[src/accel_regs.svh]
// Register offsets, field positions, reset values and limits of the
// acceleration sensor register bank; included by the bank, the composer and the bench.
// Overview of operation
// - Self-check turns on and off with one bit of output format control.
// - Self-check adds a deflection that moves x, y and z outputs.
// - Lowest range: x rises 65..725, y falls, z rises 100..1175 LSB.
// - Identity register is read-only and always returns its fixed code.
// - Rate and power control resets to 00001010 and is read/write.
// - Motion axis control is read/write and resets to zero.
`ifndef ACCEL_REGS_SVH
`define ACCEL_REGS_SVH

`define ADDR_DEVICE_IDENTITY  8'h00
`define ADDR_X_OFFSET_TRIM    8'h1E
`define ADDR_Y_OFFSET_TRIM    8'h1F
`define ADDR_Z_OFFSET_TRIM    8'h20
`define ADDR_MOTION_THRESHOLD 8'h24
`define ADDR_STILL_THRESHOLD  8'h25
`define ADDR_STILL_TIME       8'h26
`define ADDR_MOTION_AXIS_CTL  8'h27
`define ADDR_RATE_POWER_SAVING_CONTROL   8'h2C
`define ADDR_POWER_SAVING_CTL 8'h2D
`define ADDR_EVENT_ENABLE     8'h2E
`define ADDR_EVENT_PIN_ROUTE  8'h2F
`define ADDR_EVENT_ORIGIN     8'h30
`define ADDR_OUTPUT_FORMAT    8'h31
`define ADDR_X_OUTPUT_LOW     8'h32
`define ADDR_X_OUTPUT_HIGH    8'h33
`define ADDR_Y_OUTPUT_LOW     8'h34
`define ADDR_Y_OUTPUT_HIGH    8'h35
`define ADDR_Z_OUTPUT_LOW     8'h36
`define ADDR_Z_OUTPUT_HIGH    8'h37
`define ADDR_BUFFER_CONTROL   8'h38
`define ADDR_BUFFER_STATE     8'h39

`define RST_ZERO              8'h00
`define RST_RATE_POWER        8'h0A
`define RST_EVENT_ORIGIN      8'h02

`define SELF_CHECK_BIT        7
`define LOW_POWER_BIT         4
`define MEASURE_BIT           3
`define DATA_READY_BIT        7
`define RATE_MSB              3
`define RANGE_MSB             1

`define LIM_X_MIN             16'sh0041
`define LIM_X_MAX             16'sh02D5
`define LIM_Z_MIN             16'sh0064
`define LIM_Z_MAX             16'sh0497

`endif

[src/accel_pkg.sv]
// Types shared by the register bank and the output composer.
// Assumes accel_regs.svh for the numeric constants.
package accel_pkg;
  typedef logic [7:0]         byte_type;
  typedef logic signed [15:0] sample_type;
  typedef enum logic [1:0] {
    RANGE_LOWEST = 2'h0,
    RANGE_SECOND = 2'h1,
    RANGE_THIRD  = 2'h2,
    RANGE_TOP    = 2'h3
  } range_type;
endpackage

[src/sample_if.sv]
// Carrier between the register bank and the output composer.
// Both ends run on the same clock.
`timescale 1ns/100ps
interface sample_if;
  import accel_pkg::*;
  sample_type raw_x;
  sample_type raw_y;
  sample_type raw_z;
  logic       raw_valid;
  byte_type   ofs_x;
  byte_type   ofs_y;
  byte_type   ofs_z;
  logic       self_check;
  range_type  range_sel;
  sample_type out_x;
  sample_type out_y;
  sample_type out_z;
  logic       out_valid;
  modport bank (output raw_x, raw_y, raw_z, raw_valid, ofs_x, ofs_y, ofs_z,
                output self_check, range_sel,
                input out_x, out_y, out_z, out_valid);
  modport composer (input raw_x, raw_y, raw_z, raw_valid, ofs_x, ofs_y,
                    input ofs_z, self_check, range_sel,
                    output out_x, out_y, out_z, out_valid);
endinterface

[src/accel_register_bank.sv]
// Register bank of the acceleration sensor with output sample bytes.
// Assumes the serial front end presents one-cycle read and write strobes
// with a byte address, and samples come from logic on the same clock.
`timescale 1ns/100ps
`include "accel_regs.svh"
module accel_register_bank
  import accel_pkg::*;
#(
  parameter byte_type   DEVICE_CODE = 8'h3C, // Arbitrary identification value
  parameter sample_type DEFL_X      = 16'sh012C,
  parameter sample_type DEFL_Z      = 16'sh01F4
) (
  input  wire logic       clk,
  input  wire logic       rst,
  input  wire byte_type   reg_addr,
  input  wire byte_type   reg_wdata,
  input  wire logic       reg_wr,
  input  wire logic       reg_rd,
  output byte_type        reg_rdata,
  output logic            reg_rvalid,
  input  wire sample_type sample_x,
  input  wire sample_type sample_y,
  input  wire sample_type sample_z,
  input  wire logic       sample_valid,
  output logic            self_check_en,
  output logic            low_power_en,
  output logic            measure_en,
  output logic [3:0]      data_rate
);

  // True for every address software may write
  function automatic logic is_writable(input byte_type a);
    return (a >= `ADDR_X_OFFSET_TRIM && a <= `ADDR_Z_OFFSET_TRIM) ||
           (a >= `ADDR_MOTION_THRESHOLD && a <= `ADDR_MOTION_AXIS_CTL) ||
           (a >= `ADDR_RATE_POWER_SAVING_CONTROL && a <= `ADDR_EVENT_PIN_ROUTE) ||
           (a == `ADDR_OUTPUT_FORMAT) || (a == `ADDR_BUFFER_CONTROL);
  endfunction

  // True for the six axis output bytes
  function automatic logic is_output(input byte_type a);
    return (a >= `ADDR_X_OUTPUT_LOW) && (a <= `ADDR_Z_OUTPUT_HIGH);
  endfunction

  byte_type   x_offset_trim_reg;
  byte_type   y_offset_trim_reg;
  byte_type   z_offset_trim_reg;
  byte_type   motion_threshold_reg;
  byte_type   stillness_threshold_reg;
  byte_type   stillness_time_reg;
  byte_type   motion_axis_control_reg;
  byte_type   rate_power_control_reg;
  byte_type   power_saving_control_reg;
  byte_type   event_enable_reg;
  byte_type   event_pin_routing_reg;
  byte_type   output_format_control_reg;
  byte_type   buffer_control_reg;
  sample_type x_out_reg;
  sample_type y_out_reg;
  sample_type z_out_reg;
  logic       data_ready_reg;
  byte_type   rdata_next;
  logic       wr_ok;

  sample_if sif ();

  assign wr_ok = reg_wr && is_writable(reg_addr);

  // Software-writable configuration; other addresses are ignored
  always_ff @(posedge clk) begin
    if (rst) begin
      x_offset_trim_reg         <= `RST_ZERO;
      y_offset_trim_reg         <= `RST_ZERO;
      z_offset_trim_reg         <= `RST_ZERO;
      motion_threshold_reg      <= `RST_ZERO;
      stillness_threshold_reg   <= `RST_ZERO;
      stillness_time_reg        <= `RST_ZERO;
      motion_axis_control_reg   <= `RST_ZERO;
      rate_power_control_reg    <= `RST_RATE_POWER;
      power_saving_control_reg  <= `RST_ZERO;
      event_enable_reg          <= `RST_ZERO;
      event_pin_routing_reg     <= `RST_ZERO;
      output_format_control_reg <= `RST_ZERO;
      buffer_control_reg        <= `RST_ZERO;
    end else if (wr_ok) begin
      if (reg_addr == `ADDR_X_OFFSET_TRIM) begin
        x_offset_trim_reg <= reg_wdata;
      end else if (reg_addr == `ADDR_Y_OFFSET_TRIM) begin
        y_offset_trim_reg <= reg_wdata;
      end else if (reg_addr == `ADDR_Z_OFFSET_TRIM) begin
        z_offset_trim_reg <= reg_wdata;
      end else if (reg_addr == `ADDR_MOTION_THRESHOLD) begin
        motion_threshold_reg <= reg_wdata;
      end else if (reg_addr == `ADDR_STILL_THRESHOLD) begin
        stillness_threshold_reg <= reg_wdata;
      end else if (reg_addr == `ADDR_STILL_TIME) begin
        stillness_time_reg <= reg_wdata;
      end else if (reg_addr == `ADDR_MOTION_AXIS_CTL) begin
        motion_axis_control_reg <= reg_wdata;
      end else if (reg_addr == `ADDR_RATE_POWER_SAVING_CONTROL) begin
        rate_power_control_reg <= reg_wdata;
      end else if (reg_addr == `ADDR_POWER_SAVING_CTL) begin
        power_saving_control_reg <= reg_wdata;
      end else if (reg_addr == `ADDR_EVENT_ENABLE) begin
        event_enable_reg <= reg_wdata;
      end else if (reg_addr == `ADDR_EVENT_PIN_ROUTE) begin
        event_pin_routing_reg <= reg_wdata;
      end else if (reg_addr == `ADDR_OUTPUT_FORMAT) begin
        output_format_control_reg <= reg_wdata;
      end else begin
        buffer_control_reg <= reg_wdata;
      end
    end
  end

  // Controls that leave the bank come straight from register bits
  assign self_check_en = output_format_control_reg[`SELF_CHECK_BIT];
  assign low_power_en  = rate_power_control_reg[`LOW_POWER_BIT];
  assign measure_en    = power_saving_control_reg[`MEASURE_BIT];
  assign data_rate     = rate_power_control_reg[`RATE_MSB:0];

  // Feed the composer
  assign sif.raw_x      = sample_x;
  assign sif.raw_y      = sample_y;
  assign sif.raw_z      = sample_z;
  assign sif.raw_valid  = sample_valid;
  assign sif.ofs_x      = x_offset_trim_reg;
  assign sif.ofs_y      = y_offset_trim_reg;
  assign sif.ofs_z      = z_offset_trim_reg;
  assign sif.self_check = output_format_control_reg[`SELF_CHECK_BIT];
  assign sif.range_sel  =
    range_type'(output_format_control_reg[`RANGE_MSB:0]);

  axis_composer #(
    .DEFL_X (DEFL_X),
    .DEFL_Z (DEFL_Z)
  ) u_composer (
    .clk (clk),
    .rst (rst),
    .sif (sif)
  );

  // Output sample bytes; only a new sample changes them
  always_ff @(posedge clk) begin
    if (rst) begin
      x_out_reg <= 16'sh0000;
      y_out_reg <= 16'sh0000;
      z_out_reg <= 16'sh0000;
    end else if (sif.out_valid) begin
      x_out_reg <= sif.out_x;
      y_out_reg <= sif.out_y;
      z_out_reg <= sif.out_z;
    end
  end

  // New-data flag: set by a sample, cleared by reading an output byte
  always_ff @(posedge clk) begin
    if (rst) begin
      data_ready_reg <= 1'b0;
    end else if (sif.out_valid) begin
      data_ready_reg <= 1'b1;
    end else if (reg_rd && is_output(reg_addr)) begin
      data_ready_reg <= 1'b0;
    end
  end

  // Read data selection; reserved addresses read as zero
  always_comb begin
    rdata_next = 8'h00;
    if (reg_addr == `ADDR_DEVICE_IDENTITY) begin
      rdata_next = DEVICE_CODE;
    end else if (reg_addr == `ADDR_X_OFFSET_TRIM) begin
      rdata_next = x_offset_trim_reg;
    end else if (reg_addr == `ADDR_Y_OFFSET_TRIM) begin
      rdata_next = y_offset_trim_reg;
    end else if (reg_addr == `ADDR_Z_OFFSET_TRIM) begin
      rdata_next = z_offset_trim_reg;
    end else if (reg_addr == `ADDR_MOTION_THRESHOLD) begin
      rdata_next = motion_threshold_reg;
    end else if (reg_addr == `ADDR_STILL_THRESHOLD) begin
      rdata_next = stillness_threshold_reg;
    end else if (reg_addr == `ADDR_STILL_TIME) begin
      rdata_next = stillness_time_reg;
    end else if (reg_addr == `ADDR_MOTION_AXIS_CTL) begin
      rdata_next = motion_axis_control_reg;
    end else if (reg_addr == `ADDR_RATE_POWER_SAVING_CONTROL) begin
      rdata_next = rate_power_control_reg;
    end else if (reg_addr == `ADDR_POWER_SAVING_CTL) begin
      rdata_next = power_saving_control_reg;
    end else if (reg_addr == `ADDR_EVENT_ENABLE) begin
      rdata_next = event_enable_reg;
    end else if (reg_addr == `ADDR_EVENT_PIN_ROUTE) begin
      rdata_next = event_pin_routing_reg;
    end else if (reg_addr == `ADDR_EVENT_ORIGIN) begin
      rdata_next = `RST_EVENT_ORIGIN | {data_ready_reg, 7'h00};
    end else if (reg_addr == `ADDR_OUTPUT_FORMAT) begin
      rdata_next = output_format_control_reg;
    end else if (reg_addr == `ADDR_X_OUTPUT_LOW) begin
      rdata_next = x_out_reg[7:0];
    end else if (reg_addr == `ADDR_X_OUTPUT_HIGH) begin
      rdata_next = x_out_reg[15:8];
    end else if (reg_addr == `ADDR_Y_OUTPUT_LOW) begin
      rdata_next = y_out_reg[7:0];
    end else if (reg_addr == `ADDR_Y_OUTPUT_HIGH) begin
      rdata_next = y_out_reg[15:8];
    end else if (reg_addr == `ADDR_Z_OUTPUT_LOW) begin
      rdata_next = z_out_reg[7:0];
    end else if (reg_addr == `ADDR_Z_OUTPUT_HIGH) begin
      rdata_next = z_out_reg[15:8];
    end else if (reg_addr == `ADDR_BUFFER_CONTROL) begin
      rdata_next = buffer_control_reg;
    end
  end

  // Read answer one cycle after the strobe; data holds until next read
  always_ff @(posedge clk) begin
    if (rst) begin
      reg_rdata  <= 8'h00;
      reg_rvalid <= 1'b0;
    end else begin
      reg_rvalid <= reg_rd;
      if (reg_rd) begin
        reg_rdata <= rdata_next;
      end
    end
  end

  property p_identity_fixed;
    @(posedge clk) disable iff (rst)
      reg_rd && reg_addr == `ADDR_DEVICE_IDENTITY |=>
        reg_rvalid && reg_rdata == DEVICE_CODE;
  endproperty
  a_identity_fixed: assert property (p_identity_fixed)
    else $error("identity read returned wrong code");

  property p_rate_power_reset;
    @(posedge clk)
      rst |=> rate_power_control_reg == `RST_RATE_POWER && !low_power_en;
  endproperty
  a_rate_power_reset: assert property (p_rate_power_reset)
    else $error("rate and power control wrong after reset");

  property p_rate_power_rw;
    @(posedge clk) disable iff (rst)
      reg_wr && reg_addr == `ADDR_RATE_POWER_SAVING_CONTROL ##1
        reg_rd && reg_addr == `ADDR_RATE_POWER_SAVING_CONTROL |=>
        reg_rdata == $past(reg_wdata, 2);
  endproperty
  a_rate_power_rw: assert property (p_rate_power_rw)
    else $error("rate and power control did not read back");

  property p_axis_ctl_reset;
    @(posedge clk) rst |=> motion_axis_control_reg == `RST_ZERO;
  endproperty
  a_axis_ctl_reset: assert property (p_axis_ctl_reset)
    else $error("motion axis control not zero after reset");

  property p_axis_ctl_write;
    @(posedge clk) disable iff (rst)
      reg_wr && reg_addr == `ADDR_MOTION_AXIS_CTL |=>
        motion_axis_control_reg == $past(reg_wdata);
  endproperty
  a_axis_ctl_write: assert property (p_axis_ctl_write)
    else $error("motion axis control write lost");

  property p_self_check_bit;
    @(posedge clk) disable iff (rst)
      reg_wr && reg_addr == `ADDR_OUTPUT_FORMAT |=>
        self_check_en == $past(reg_wdata[`SELF_CHECK_BIT]) &&
        sif.self_check == self_check_en;
  endproperty
  a_self_check_bit: assert property (p_self_check_bit)
    else $error("self-check enable does not follow its bit");

  property p_ro_write_ignored;
    @(posedge clk) disable iff (rst)
      reg_wr && !is_writable(reg_addr) && !sif.out_valid |=>
        $stable(x_out_reg) && $stable(y_out_reg) && $stable(z_out_reg);
  endproperty
  a_ro_write_ignored: assert property (p_ro_write_ignored)
    else $error("write to read-only address changed output data");

  property p_byte_order;
    @(posedge clk) disable iff (rst)
      reg_rd && reg_addr == `ADDR_X_OUTPUT_HIGH && !sif.out_valid |=>
        reg_rdata == x_out_reg[15:8];
  endproperty
  a_byte_order: assert property (p_byte_order)
    else $error("x high byte read wrong");

  // Low byte of an axis sits at the lower address
  property p_low_byte_first;
    @(posedge clk) disable iff (rst)
      reg_rd && reg_addr == `ADDR_X_OUTPUT_LOW && !sif.out_valid |=>
        reg_rdata == x_out_reg[7:0];
  endproperty
  a_low_byte_first: assert property (p_low_byte_first)
    else $error("x low byte read wrong");

  // A write to a read-only place leaves the configuration alone
  property p_ro_config_kept;
    @(posedge clk) disable iff (rst)
      reg_wr && !is_writable(reg_addr) |=>
        $stable(output_format_control_reg) &&
        $stable(rate_power_control_reg) && $stable(motion_axis_control_reg);
  endproperty
  a_ro_config_kept: assert property (p_ro_config_kept)
    else $error("write to read-only address changed configuration");

endmodule // accel_register_bank

[src/axis_composer.sv]
// Builds output samples: raw value plus offset trim plus self-check force.
// Assumes raw samples arrive as one-cycle pulses on the bank clock.
`timescale 1ns/100ps
`include "accel_regs.svh"
module axis_composer
  import accel_pkg::*;
#(
  parameter sample_type DEFL_X = 16'sh012C,
  parameter sample_type DEFL_Z = 16'sh01F4
) (
  input  wire logic clk,
  input  wire logic rst,
  sample_if.composer sif
);

  // Trim is 4 output LSB per trim LSB, sign extended
  function automatic sample_type trim(input byte_type t);
    return {{6{t[7]}}, t, 2'h0};
  endfunction

  // Deflection halves with each range step
  function automatic sample_type defl(input sample_type b, input range_type r);
    return b >>> r;
  endfunction

  sample_type dx;
  sample_type dy;
  sample_type dz;

  // Force added only while self-check is on
  always_comb begin
    dx = sif.self_check ? defl(DEFL_X, sif.range_sel) : 16'sh0000;
    dy = sif.self_check ? -defl(DEFL_X, sif.range_sel) : 16'sh0000;
    dz = sif.self_check ? defl(DEFL_Z, sif.range_sel) : 16'sh0000;
  end

  // Register the composed sample
  always_ff @(posedge clk) begin
    if (rst) begin
      sif.out_x     <= 16'sh0000;
      sif.out_y     <= 16'sh0000;
      sif.out_z     <= 16'sh0000;
      sif.out_valid <= 1'b0;
    end else begin
      sif.out_valid <= sif.raw_valid;
      if (sif.raw_valid) begin
        sif.out_x <= sif.raw_x + trim(sif.ofs_x) + dx;
        sif.out_y <= sif.raw_y + trim(sif.ofs_y) + dy;
        sif.out_z <= sif.raw_z + trim(sif.ofs_z) + dz;
      end
    end
  end

  // Helper: undeflected values and self-check state of the last sample
  sample_type bx;
  sample_type by;
  sample_type bz;
  logic       st_low;
  logic       st_on;
  always_ff @(posedge clk) begin
    if (rst) begin
      bx     <= 16'sh0000;
      by     <= 16'sh0000;
      bz     <= 16'sh0000;
      st_low <= 1'b0;
      st_on  <= 1'b0;
    end else if (sif.raw_valid) begin
      bx     <= sif.raw_x + trim(sif.ofs_x);
      by     <= sif.raw_y + trim(sif.ofs_y);
      bz     <= sif.raw_z + trim(sif.ofs_z);
      st_low <= sif.self_check && (sif.range_sel == RANGE_LOWEST);
      st_on  <= sif.self_check;
    end
  end

  property p_deflect_moves;
    @(posedge clk) disable iff (rst)
      sif.out_valid && st_on |->
        (sif.out_x != bx) && (sif.out_y != by) && (sif.out_z != bz);
  endproperty
  a_deflect_moves: assert property (p_deflect_moves)
    else $error("self-check did not move every axis");

  property p_lowest_limits;
    @(posedge clk) disable iff (rst)
      sif.out_valid && st_low |->
        (sif.out_x - bx >= `LIM_X_MIN) && (sif.out_x - bx <= `LIM_X_MAX) &&
        (by - sif.out_y >= `LIM_X_MIN) && (by - sif.out_y <= `LIM_X_MAX) &&
        (sif.out_z - bz >= `LIM_Z_MIN) && (sif.out_z - bz <= `LIM_Z_MAX);
  endproperty
  a_lowest_limits: assert property (p_lowest_limits)
    else $error("self-check change outside lowest-range limits");

endmodule // axis_composer

[config.mk]
export PLATFORM = sky130hd
export DESIGN_NAME = accel_register_bank
export DESIGN_NICKNAME = d
export VERILOG_FILES = /design/src/accel_pkg.sv /design/src/sample_if.sv /design/src/accel_register_bank.sv /design/src/axis_composer.sv
export VERILOG_INCLUDE_DIRS = /design/src
export SDC_FILE = /design/constraint.sdc
export NUM_CORES = 1
export LEC_CHECK = 0
export BUFFER_PORTS_ARGS = -buffer_cell sky130_fd_sc_hd__buf_2
export CAP_MARGIN = 10
export CORE_AREA = 2 2 147 149
export DETAILED_ROUTE_END_ITERATION = 7
export DIE_AREA = 0 0 149 151
export PLACE_DENSITY = 0.79
export SLEW_MARGIN = 25
export SYNTH_ARGS = -nofsm -noshare
export SYNTH_HDL_FRONTEND = slang
export SYNTH_SLANG_ARGS = --single-unit
[constraint.sdc]
create_clock -name clk -period 8.07 [get_ports clk]
set_input_delay 0.4035 -clock clk [delete_from_list [all_inputs] [get_ports clk]]
set_output_delay 0.4035 -clock clk [all_outputs]
set_load 0.005 [all_outputs]
==> results.tsv, run 1 <==
stage	metric	value	unit
outcome	outcome	finished, final reports clean	
worst_setup_path	worst reg2reg path endpoint	u_composer.sif.out_y[14]	
floorplanning	Die Span Y	151	um
floorplanning	Core Area	20800	sq um
routing	DRC	0	
timing	hold slack final	0.299	ns
final_layout	fillers	1770	
cts	Post-CTS Setup Inserts	0	
worst_setup_path	Critical Path End Type	flip-flop	
placed_design	final RePlAce weighted congestion	0.994	
cts	Post-CTS Hold Fix Bufs	0	
worst_setup_path	CP Launch Type	flip-flop	
cts	Skew-Pair Late Insertion Delay	0.51	ns
timing	RSZ-0062 raised after global routing	false	
timing	Slew Limit Fails	0	
min_path	hold depth	2	
yosys	Mapped Cells	1376	
cts	CTS buffer count	23	
final_layout	n_diodes	0	
cts	Clk pin slew, worst setup/hold paths	0.06	ns
timing	relative slew slack	30.2	%
timing	FMAX	243	MHz
min_path	Hold Path End	u_composer.sif.out_y[9]	
power	VDD IR-drop max	0.118	mV
min_path	Tightest Hold Check Type	primary input to flip-flop	
worst_setup_path	type of the worst setup path	flip-flop to flip-flop	
worst_setup_path	Worst EP required	8.43	ns
yosys	share of the synthesized area in the top cell type	34.0	%
cts	clock tree root buffer cell	clkbuf_16	
global_route	first-pass GRT wire length	57600	um
routing	drt pass-1 iters	6	
power	PD cells	174	nW/um^2
yosys	number of synthesized flops with an enable pin	0	
routing	via count	10900	
worst_setup_path	crit-path max cell delay	0.57	ns
cts	H-tree depth	1	
yosys	warning count from the yosys run	0	
job	MaxCap Viol Count	0	
yosys	Yosys top cell by area	dfxtp_1	
floorplanning	Starting Density	59.7	%
yosys	Syn Nets	1543	
floorplanning	number of I/O pins	85	
timing	final setup TNS	0	ns
worst_setup_path	delay-heaviest family, CP	adder cells	
timing	Worst Skew	0.00677	ns
routing	routed len/inst	22.0	um
placed_design	Buffers on Ports	84	
worst_setup_path	crit-path max FO	11	
global_route	Overall Global Routing Usage	32.8	%
yosys	Seq/Total Area, Yosys	34.0	%
cts	CTS tree	built	
routing	DRT iter0 DRCs	1104	
yosys	synth unique cells	78	
routing	final antenna-violating net count	0	
worst_setup_path	Crit path buffers/inverters	1	
timing	final setup fails	0	
placed_design	HPWL after detailed placement	26500	um
routing	routed wire length	37300	um
power	power consumption	2.37	mW
worst_setup_path	RR Startpoint	output_format_control_reg[1]	
yosys	syn_area_per_cell	9.04	sq um
cts	# clock sinks	211	
worst_setup_path	chain of cells forming the critical path	inv_1 -> ha_1 -> or3_1 -> xnor2_1 -> and2_1 -> fa_1 -> ha_1 -> o21ai_0 -> nor4_1 -> o41ai_1 -> o21ai_0 -> xnor2_1 -> o21ai_0	
power	leakage power	5.71	nW
floorplanning	num rows	53	
timing	Hold Fails Final Rpt	0	
floorplanning	die width	149	um
yosys	Cell Area, Synth	12400	sq um
cts	cts repair resizes	0	
yosys	ys async rst share	0	%
timing	final period utilization	51.0	%
min_path	HP Start	rst	
worst_setup_path	R2R setup slack	3.95	ns
final_layout	Final #Nets	1569	
timing	min Tclk post-route	4.12	ns
global_route	global route total overflow	0	
yosys	Synth Register Bits	211	
cts	Max clock buf depth	3	
global_route	vias in the first global route	10200	
final_layout	synth-to-layout area growth	9.72	%
worst_setup_path	cell mode on critical path	o21ai_0	
global_route	initial antenna violation count	0	
routing	post-DR vias/cell	6.44	
final_layout	share of cells above drive strength 1	11.8	%
yosys	Synth Flop Type	dfxtp_1	
timing	Slew @ Worst Pin	1.04	ns
worst_setup_path	worst-case reg-to-reg path depth	13	
global_route	largest net degree at the start of global routing	80	
yosys	dominant cells by area after synthesis	dfxtp_1 34%, mux2i_1 14%, ha_1 6.8%	
floorplanning	Die Area	22500	sq um
worst_setup_path	Worst Path Arrival	4.48	ns
worst_setup_path	Crit-path slowest cell	o41ai_1	
-- cells in the final DEF (no fill, tap or decap), drive strengths merged, types with 30 or more instances in the layout --
master | netlist | routed
dfxtp | 211 | 211
fa | 30 | 30
ha | 68 | 68
nor2 | 222 | 222
clkbuf | 59 | 32
mux2i | 170 | 170
nand2 | 75 | 75
a21oi | 67 | 67
buf | 35 | 95
o21ai | 66 | 66
-- routing by layer --
metal / track usage, % / up-vias / share of wire [%]
met5: 0 / - / 0
met2: 50.7 / 571 / 44
met3: 5.27 / 109 / 9.3
met1: 46.3 / 5198 / 43
li1: - / 5023 / -
met4: 12.1 / 0 / 3.7
-- worst reg2reg max path: stages, from the launching register on --
cell     delay [ns]
dfxtp_1        0.55
inv_1          0.15
ha_1           0.36
or3_1          0.40
xnor2_1        0.15
and2_1         0.16
fa_1           0.43
ha_1           0.38
o21ai_0        0.27
nor4_1         0.12
o41ai_1        0.57
o21ai_0        0.19
xnor2_1        0.16
o21ai_0        0.08
-- cell usage after synthesis, drive strengths merged, types with 4 or more instances --
cell / number
o21ai: 66
ha: 68
mux2: 15
fa: 30
nand2: 75
a31oi: 12
a21o: 17
buf: 35
and2: 10
o41ai: 4
xor2: 8
mux2i: 170
nor3: 25
o22ai: 25
nor2b: 16
nand2b: 8
o221ai: 13
o211ai: 4
clkbuf: 59
nand3: 19
nor2: 222
inv: 12
a32oi: 7
a22oi: 7
nand3b: 6
nand4: 6
or2: 6
a221oi: 4
o32a: 4
xnor2: 25
o21a: 13
a211oi: 25
dfxtp: 211
and3: 9
a21oi: 67
or3: 13
nor4: 9
-- where the power goes --
| group | leakage (nW) | switching, mW | internal, mW |
|---|---|---|---|
| clock | 0.368 | 0.432 | 0.633 |
| sequential | 1.71 | 0.0173 | 1.07 |
| combinational | 3.63 | 0.147 | 0.0795 |
-- kinds of logic (layout without fill, tap and decap cells) --
| family | after synthesis | count (layout) | synth area share, % |
|---|---|---|---|
| AO/OA/AOI/OAI | 303 | 303 | 16.3 |
| XOR/XNOR | 33 | 33 | 2.32 |
| adder cells (fa/ha/maj) | 98 | 98 | 11.7 |
| buffers and inverters | 107 | 149 | 3.68 |
| flip-flops | 211 | 211 | 34.0 |
| multiplexers | 186 | 186 | 15.2 |
| AND/OR/NAND/NOR | 438 | 438 | 16.8 |
-- worst max path at each step --
stage / from / endpoint / slack, ns / cells past startpoint
after floorplan: output_format_control_reg[1] / u_composer.sif.out_y[14] / 4.46 / 13
after global placement: output_format_control_reg[7] / u_composer.sif.out_z[14] / 4.05 / 9
after detailed placement: output_format_control_reg[7] / u_composer.sif.out_z[15] / 4.01 / 9
after CTS: output_format_control_reg[7] / u_composer.sif.out_z[15] / 4.00 / 9
after global routing: output_format_control_reg[1] / u_composer.sif.out_y[14] / 3.65 / 13
final: output_format_control_reg[1] / u_composer.sif.out_y[14] / 3.95 / 13
-- stage by stage --
stage / cells / worst slack [ns] / cell area [sq um] / utilization, %
floorplan: 1376 / 4.46 / 12400 / -
global placement: 1652 / 4.05 / 12900 / 61.9
detailed placement: 1652 / 4.01 / 12900 / 61.9
CTS: 1693 / 4.00 / 13600 / 65.5
global route: 1693 / 3.65 / 13600 / 65.5
finish: 1693 / 3.95 / 13600 / 65.5
-- cell type report --
cell class / instances / area [sq um] / share of cell area, %
multi-input cells: 1058 / 7750 / 56.8
clock inverters: 9 / 103 / 0.752
well taps: 275 / 344 / 2.52
repair buffers: 95 / 509 / 3.73
clock buffers: 32 / 659 / 4.83
flip-flops and latches: 211 / 4230 / 31.0
inverters: 13 / 48.8 / 0.358
No activity file was read; power rests on OpenSTA's default activity.
==> run 2, diff against run 1 <==
==> constraint.sdc (replaced) <==
create_clock -name clk -period 4.3 [get_ports clk]
set_input_delay 0.215 -clock clk [delete_from_list [all_inputs] [get_ports clk]]
set_output_delay 0.215 -clock clk [all_outputs]
set_load 0.005 [all_outputs]
==> run 2 against run 1 <==
Clock power increased by 110%. Sequential share of layout area decreased by 0.51 points. Register-to-register slack got worse by 3.5 ns. Clock skew increased by 0.0050 ns. Combinational power increased by 92%. Via count increased by 2.1%. Non-clock buffer count increased by 15. Worst setup slack got worse by 3.5 ns. Maximum frequency increased by 7.8%. Die area unchanged. Clock-buffer cell count increased by 3.
==> results.tsv, run 2 (synthesized netlist as in run 1, its figures left out) <==
stage	metric	value	unit	change
timing	hold slack final	0.120	ns	-0.179 ns
final_layout	Final #Nets	1585		+1.0%
global_route	largest net degree at the start of global routing	83		+3.8%
cts	Skew-Pair Late Insertion Delay	0.51	ns	about the same
timing	worst setup margin	0.482	ns	-3.47 ns
global_route	first-pass GRT wire length	58400	um	+1.4%
cts	CTS buffer count	24		+4.3%
cts	H-tree depth	1		unchanged
job	MaxCap Viol Count	0		unchanged
floorplanning	Die Span Y	151	um	unchanged
timing	RSZ-0062 raised after global routing	false		
floorplanning	Core Area	20800	sq um	unchanged
timing	min Tclk post-route	3.82	ns	-0.298 ns
worst_setup_path	worst-case reg-to-reg path depth	13		unchanged
worst_setup_path	Critical Path End Type	flip-flop		
final_layout	commonest non-fill, non-tap cell in the layout	nor2_1		
global_route	Overall Global Routing Usage	33.5	%	+0.68 points
timing	Worst Skew	0.0118	ns	+0.00502 ns
worst_setup_path	Crit-path slowest cell	o41ai_1		
routing	via count	11100		+2.1%
power	PD cells	341	nW/um^2	+96%
worst_setup_path	crit-path max FO	6		-5
worst_setup_path	Worst Path Arrival	4.21	ns	-0.27 ns
worst_setup_path	Worst EP required	4.70	ns	-3.73 ns
min_path	Hold Path End	sif.ofs_z[5]		
worst_setup_path	type of the worst setup path	flip-flop to flip-flop		
power	power consumption	4.73	mW	+99%
worst_setup_path	worst reg2reg path endpoint	u_composer.sif.out_y[14]		
timing	Slew @ Worst Pin	0.905	ns	-0.132 ns
routing	post-DR vias/cell	6.51		+1.2%
cts	clock tree root buffer cell	clkbuf_16		
worst_setup_path	R2R setup slack	0.48	ns	-3.47 ns
timing	Slew Limit Fails	0		unchanged
cts	cts repair resizes	0		unchanged
timing	FMAX	262	MHz	+7.8%
final_layout	synth-to-layout area growth	11.6	%	
final_layout	share of cells above drive strength 1	12.8	%	+0.91 points
cts	Max clock buf depth	3		unchanged
cts	CTS tree	built		
routing	routed len/inst	22.1	um	+0.39%
floorplanning	Starting Density	59.7	%	unchanged
routing	DRC	0		unchanged
global_route	vias in the first global route	10300		+1.6%
final_layout	commonest cells after routing, fill and taps aside	221 x nor2_1, 210 x dfxtp_1, 170 x mux2i_1		
routing	drt pass-1 iters	6		unchanged
floorplanning	die width	149	um	unchanged
timing	Hold Fails Final Rpt	0		unchanged
placed_design	Buffers on Ports	84		unchanged
floorplanning	num rows	53		unchanged
timing	final period utilization	88.8	%	+38 points
floorplanning	Die Area	22500	sq um	unchanged
outcome	outcome	finished, final reports clean		
global_route	initial antenna violation count	0		unchanged
placed_design	final RePlAce weighted congestion	0.995		+0.13%
worst_setup_path	cell mode on critical path	o21ai_0		
placed_design	HPWL after detailed placement	26900	um	+1.6%
routing	routed wire length	37800	um	+1.3%
floorplanning	number of I/O pins	85		unchanged
power	leakage power	5.84	nW	+2.3%
cts	Post-CTS Setup Inserts	0		unchanged
worst_setup_path	chain of cells forming the critical path	inv_1 -> ha_1 -> or3_1 -> xnor2_1 -> and2_1 -> fa_1 -> ha_1 -> o21ai_0 -> nor4_1 -> o41ai_1 -> o21ai_0 -> xnor2_1 -> o21ai_0		
timing	final setup fails	0		unchanged
worst_setup_path	RR Startpoint	output_format_control_reg[1]		
timing	final setup TNS	0	ns	unchanged
routing	DRT iter0 DRCs	1114		+0.91%
cts	# clock sinks	211		unchanged
final_layout	n_diodes	0		unchanged
worst_setup_path	crit-path max cell delay	0.51	ns	-0.06 ns
min_path	Tightest Hold Check Type	primary input to flip-flop		
min_path	HP Start	reg_wdata[5]		
min_path	hold depth	3		+1
worst_setup_path	CP Launch Type	flip-flop		
placed_design	Place WS	0.494	ns	-3.52 ns
global_route	global route total overflow	0		unchanged
cts	Clk pin slew, worst setup/hold paths	0.06	ns	about the same
cts	Post-CTS Hold Fix Bufs	0		unchanged
timing	relative slew slack	39.2	%	+9.0 points
routing	final antenna-violating net count	0		unchanged
power	VDD IR-drop max	0.238	mV	+100%
==> run 2: critical path: cells and delay by family (launching register included) <==
family / cells / cell delay (ns)
AO/OA/AOI/OAI: 4 / 1.00
XOR/XNOR: 2 / 0.32
flip-flops: 1 / 0.42
buffers and inverters: 1 / 0.12
adder cells (fa/ha/maj): 3 / 1.16
AND/OR/NAND/NOR: 3 / 0.70
==> run 2: how the worst max path moves through the flow <==
stage | slack [ns] | depth (start not counted) | end | startpoint
after floorplan | 0.69 | 13 | u_composer.sif.out_y[14] | output_format_control_reg[1]
after global placement | 0.63 | 13 | u_composer.sif.out_y[14] | output_format_control_reg[1]
after detailed placement | 0.49 | 13 | u_composer.sif.out_y[14] | output_format_control_reg[1]
after CTS | 0.49 | 13 | u_composer.sif.out_y[14] | output_format_control_reg[1]
after global routing | 0.25 | 11 | u_composer.sif.out_z[14] | output_format_control_reg[1]
final | 0.48 | 13 | u_composer.sif.out_y[14] | output_format_control_reg[1]
==> run 2: final cells by class <==
| type | count | area (sq um) |
|---|---|---|
| sequential | 211 | 4230 |
| timing repair buffer | 110 | 622 |
| inverter | 13 | 48.8 |
| tap | 275 | 344 |
| fill | 1702 | 6950 |
| clock inverter | 7 | 160 |
| clock buffer | 35 | 713 |
| multi-input combinational | 1058 | 7760 |
==> run 2: power breakdown <==
| group | switching (mW) | leakage [nW] | total (mW) | internal, mW |
|---|---|---|---|---|
| logic | 0.279 | 3.70 | 0.434 | 0.155 |
| registers | 0.0371 | 1.71 | 2.04 | 2.00 |
| clock network | 0.816 | 0.428 | 2.26 | 1.44 |
| total | 1.13 | 5.84 | 4.73 | 3.60 |
==> run 2: stage by stage <==
step                      cells  cell area [sq um]  utilization [%]
after global placement     1667              13000             62.4
final                      1709              13900             66.6
after floorplan            1376              12400                -
after global routing       1709              13900             66.6
after detailed placement   1667              13000             62.4
after CTS                  1709              13900             66.6
==> run 2: routing by layer <==
metal,global-route usage [%],up-vias,share of wire (%)
met4,14.4,0,4.5
met3,5.87,126,9.5
met1,46.5,5297,42
li1,-,5054,-
met2,51.4,657,44
met5,0,-,0
==> run 3, diff against run 2 <==
--- a/config.mk
+++ b/config.mk
@@ -12,6 +12,7 @@
 export DETAILED_ROUTE_END_ITERATION = 7
 export DIE_AREA = 0 0 149 151
 export PLACE_DENSITY = 0.79
+export RECOVER_POWER = 100
 export SLEW_MARGIN = 25
 export SYNTH_ARGS = -nofsm -noshare
 export SYNTH_HDL_FRONTEND = slang
==> run 3 against run 2 <==
The run now ends with capacitance limit, slew limit left. Critical endpoint is now u_composer.sif.out_z[14]. Die area is the same. Clock power is essentially flat. Via count shrank 0.28%. Routed wire length grew 0.37%. Largest cell class unchanged.
==> results.tsv, run 3 (synthesized netlist as in run 1, its figures left out) <==
stage	metric	value	unit	change
job	MaxCap Viol Count	3		+3
power	power consumption	4.73	mW	about the same
floorplanning	Core Area	20800	sq um	unchanged
floorplanning	die width	149	um	unchanged
timing	relative slew slack	-38.3	%	-78 points
routing	routed len/inst	22.2	um	+0.37%
timing	min Tclk post-route	3.99	ns	+0.171 ns
worst_setup_path	Worst Path Arrival	4.39	ns	+0.18 ns
timing	final setup fails	0		unchanged
routing	via count	11100		-0.28%
placed_design	dpl cells	1667		unchanged
worst_setup_path	type of the worst setup path	flip-flop to flip-flop		
outcome	failing checks	capacitance limit, slew limit		
worst_setup_path	chain of cells forming the critical path	clkbuf_1 -> nor2b_1 -> fa_1 -> ha_1 -> o21ai_0 -> nor4_1 -> o41ai_1 -> o21ai_0 -> xnor2_1 -> o21ai_0		
global_route	Overall Global Routing Usage	33.5	%	unchanged
final_layout	commonest non-fill, non-tap cell in the layout	nor2_1		
worst_setup_path	delay-heaviest family, CP	compound AO/OA/AOI/OAI gates		
timing	Slew Limit Fails	43		+43
global_route	global route total overflow	0		unchanged
global_route	first-pass GRT wire length	58400	um	unchanged
worst_setup_path	Critical Path End Type	flip-flop		
routing	final antenna-violating net count	0		unchanged
final_layout	final std cells w/o fill	1709		unchanged
worst_setup_path	cell mode on critical path	o21ai_0		
timing	hold slack final	0.112	ns	-0.00762 ns
final_layout	commonest cells after routing, fill and taps aside	222 x nor2_1, 211 x dfxtp_1, 170 x mux2i_1		
timing	final setup TNS	0	ns	unchanged
placed_design	final RePlAce weighted congestion	0.995		unchanged
floorplanning	num rows	53		unchanged
final_layout	share of cells above drive strength 1	10.9	%	-1.9 points
routing	post-DR vias/cell	6.50		-0.28%
cts	Skew-Pair Late Insertion Delay	0.51	ns	about the same
timing	Hold Fails Final Rpt	0		unchanged
final_layout	n_diodes	0		unchanged
cts	Max clock buf depth	3		unchanged
power	PD cells	343	nW/um^2	+0.78%
timing	Worst Skew	0.0118	ns	+0.0000469 ns
power	clock share of power	47.8	%	about the same
placed_design	HPWL after detailed placement	26900	um	unchanged
min_path	Tightest Hold Check Type	primary input to flip-flop		
power	Int Pwr	3.60	mW	about the same
worst_setup_path	Worst EP required	4.70	ns	about the same
worst_setup_path	crit-path max FO	17		+11
global_route	initial antenna violation count	0		unchanged
floorplanning	number of I/O pins	85		unchanged
floorplanning	Starting Density	59.7	%	unchanged
floorplanning	Die Span Y	151	um	unchanged
routing	DRT iter0 DRCs	1155		+3.7%
placed_design	Buffers on Ports	84		unchanged
cts	Clk pin slew, worst setup/hold paths	0.06	ns	about the same
global_route	largest net degree at the start of global routing	83		unchanged
power	VDD IR-drop max	0.249	mV	+4.6%
timing	FMAX	251	MHz	-4.3%
cts	H-tree depth	1		unchanged
cts	CTS buffer count	24		unchanged
worst_setup_path	Crit path buffers/inverters	1		unchanged
cts	clock tree root buffer cell	clkbuf_16		
final_layout	fillers	1735		+1.9%
cts	CTS tree	built		
power	Sw Share	23.9	%	-0.044 points
worst_setup_path	crit-path max cell delay	0.70	ns	+0.19 ns
global_route	vias in the first global route	10300		unchanged
timing	Slew @ Worst Pin	2.07	ns	+1.17 ns
cts	cts repair resizes	0		unchanged
timing	RSZ-0062 raised after global routing	false		
final_layout	Final #Nets	1585		unchanged
power	leakage power	5.74	nW	-1.7%
worst_setup_path	Crit-path slowest cell	o41ai_1		
final_layout	synth-to-layout area growth	10.6	%	
power	Flop pwr share	43.1	%	about the same
cts	Post-CTS Setup Inserts	0		unchanged
routing	drt pass-1 iters	7		+1
routing	DRC	0		unchanged
outcome	outcome	finished with violations		
worst_setup_path	CP Launch Type	flip-flop		
cts	Post-CTS Hold Fix Bufs	0		unchanged
cts	# clock sinks	211		unchanged
timing	final period utilization	92.8	%	+4.0 points
power	NetSw	1.13	mW	-0.25%
routing	routed wire length	37900	um	+0.37%
floorplanning	Die Area	22500	sq um	unchanged
power	part of the power in combinational logic	9.1	%	about the same
[run 3: final timing paths]
path	depth (start not counted)	slack (ns)	startpoint	endpoint
worst min register to register	2	0.48	u_composer.sif.out_x[8]	u_composer.sif.out_x[8]
worst max register to register	10	0.31	output_format_control_reg[7]	u_composer.sif.out_z[14]
worst max-delay path	10	0.31	output_format_control_reg[7]	u_composer.sif.out_z[14]
worst min-delay path	3	0.11	reg_rd	reg_rvalid
[run 3: through the flow]
step	util, %	setup WS (ns)	cell area, sq um
after global routing	66.1	0.160	13800
after detailed placement	62.4	0.494	13000
after CTS	66.6	0.489	13900
after floorplan	-	0.692	12400
final	66.1	0.311	13800
after global placement	62.4	0.629	13000
[run 3: tightest hold or removal path, stage by stage]
cell	delay, ns
buf_2	0.19
inv_1	0.10
nor2_1	0.06
[run 3: layout make-up]
type	instances	area, sq um	share of cell area, %
Clock buffer	35	713	5.18
Sequential cell	211	4220	30.7
Timing Repair Buffer	110	576	4.18
Inverter	13	48.8	0.355
Clock inverter	7	160	1.16
Multi-Input combinational cell	1058	7690	55.9
Tap cell	275	344	2.50
[run 3: power by group through the flow]
stage | Sequential (mW) | Clock [mW] | Combinational (mW)
5_1_grt | 2.04 | 2.36 | 0.461
2_1_floorplan | 2.06 | 0 | 0.279
6_report | 2.04 | 2.26 | 0.431
3_5_place_dp | 2.08 | 0 | 0.419
4_1_cts | 2.04 | 2.27 | 0.423
3_3_place_gp | 2.08 | 0 | 0.414
[run 3: metal layers]
metal | global-route usage [%] | share of wire, %
met5 | 0 | 0
met4 | 14.4 | 4.3
met3 | 5.87 | 9.7
met2 | 51.4 | 43
met1 | 46.5 | 42
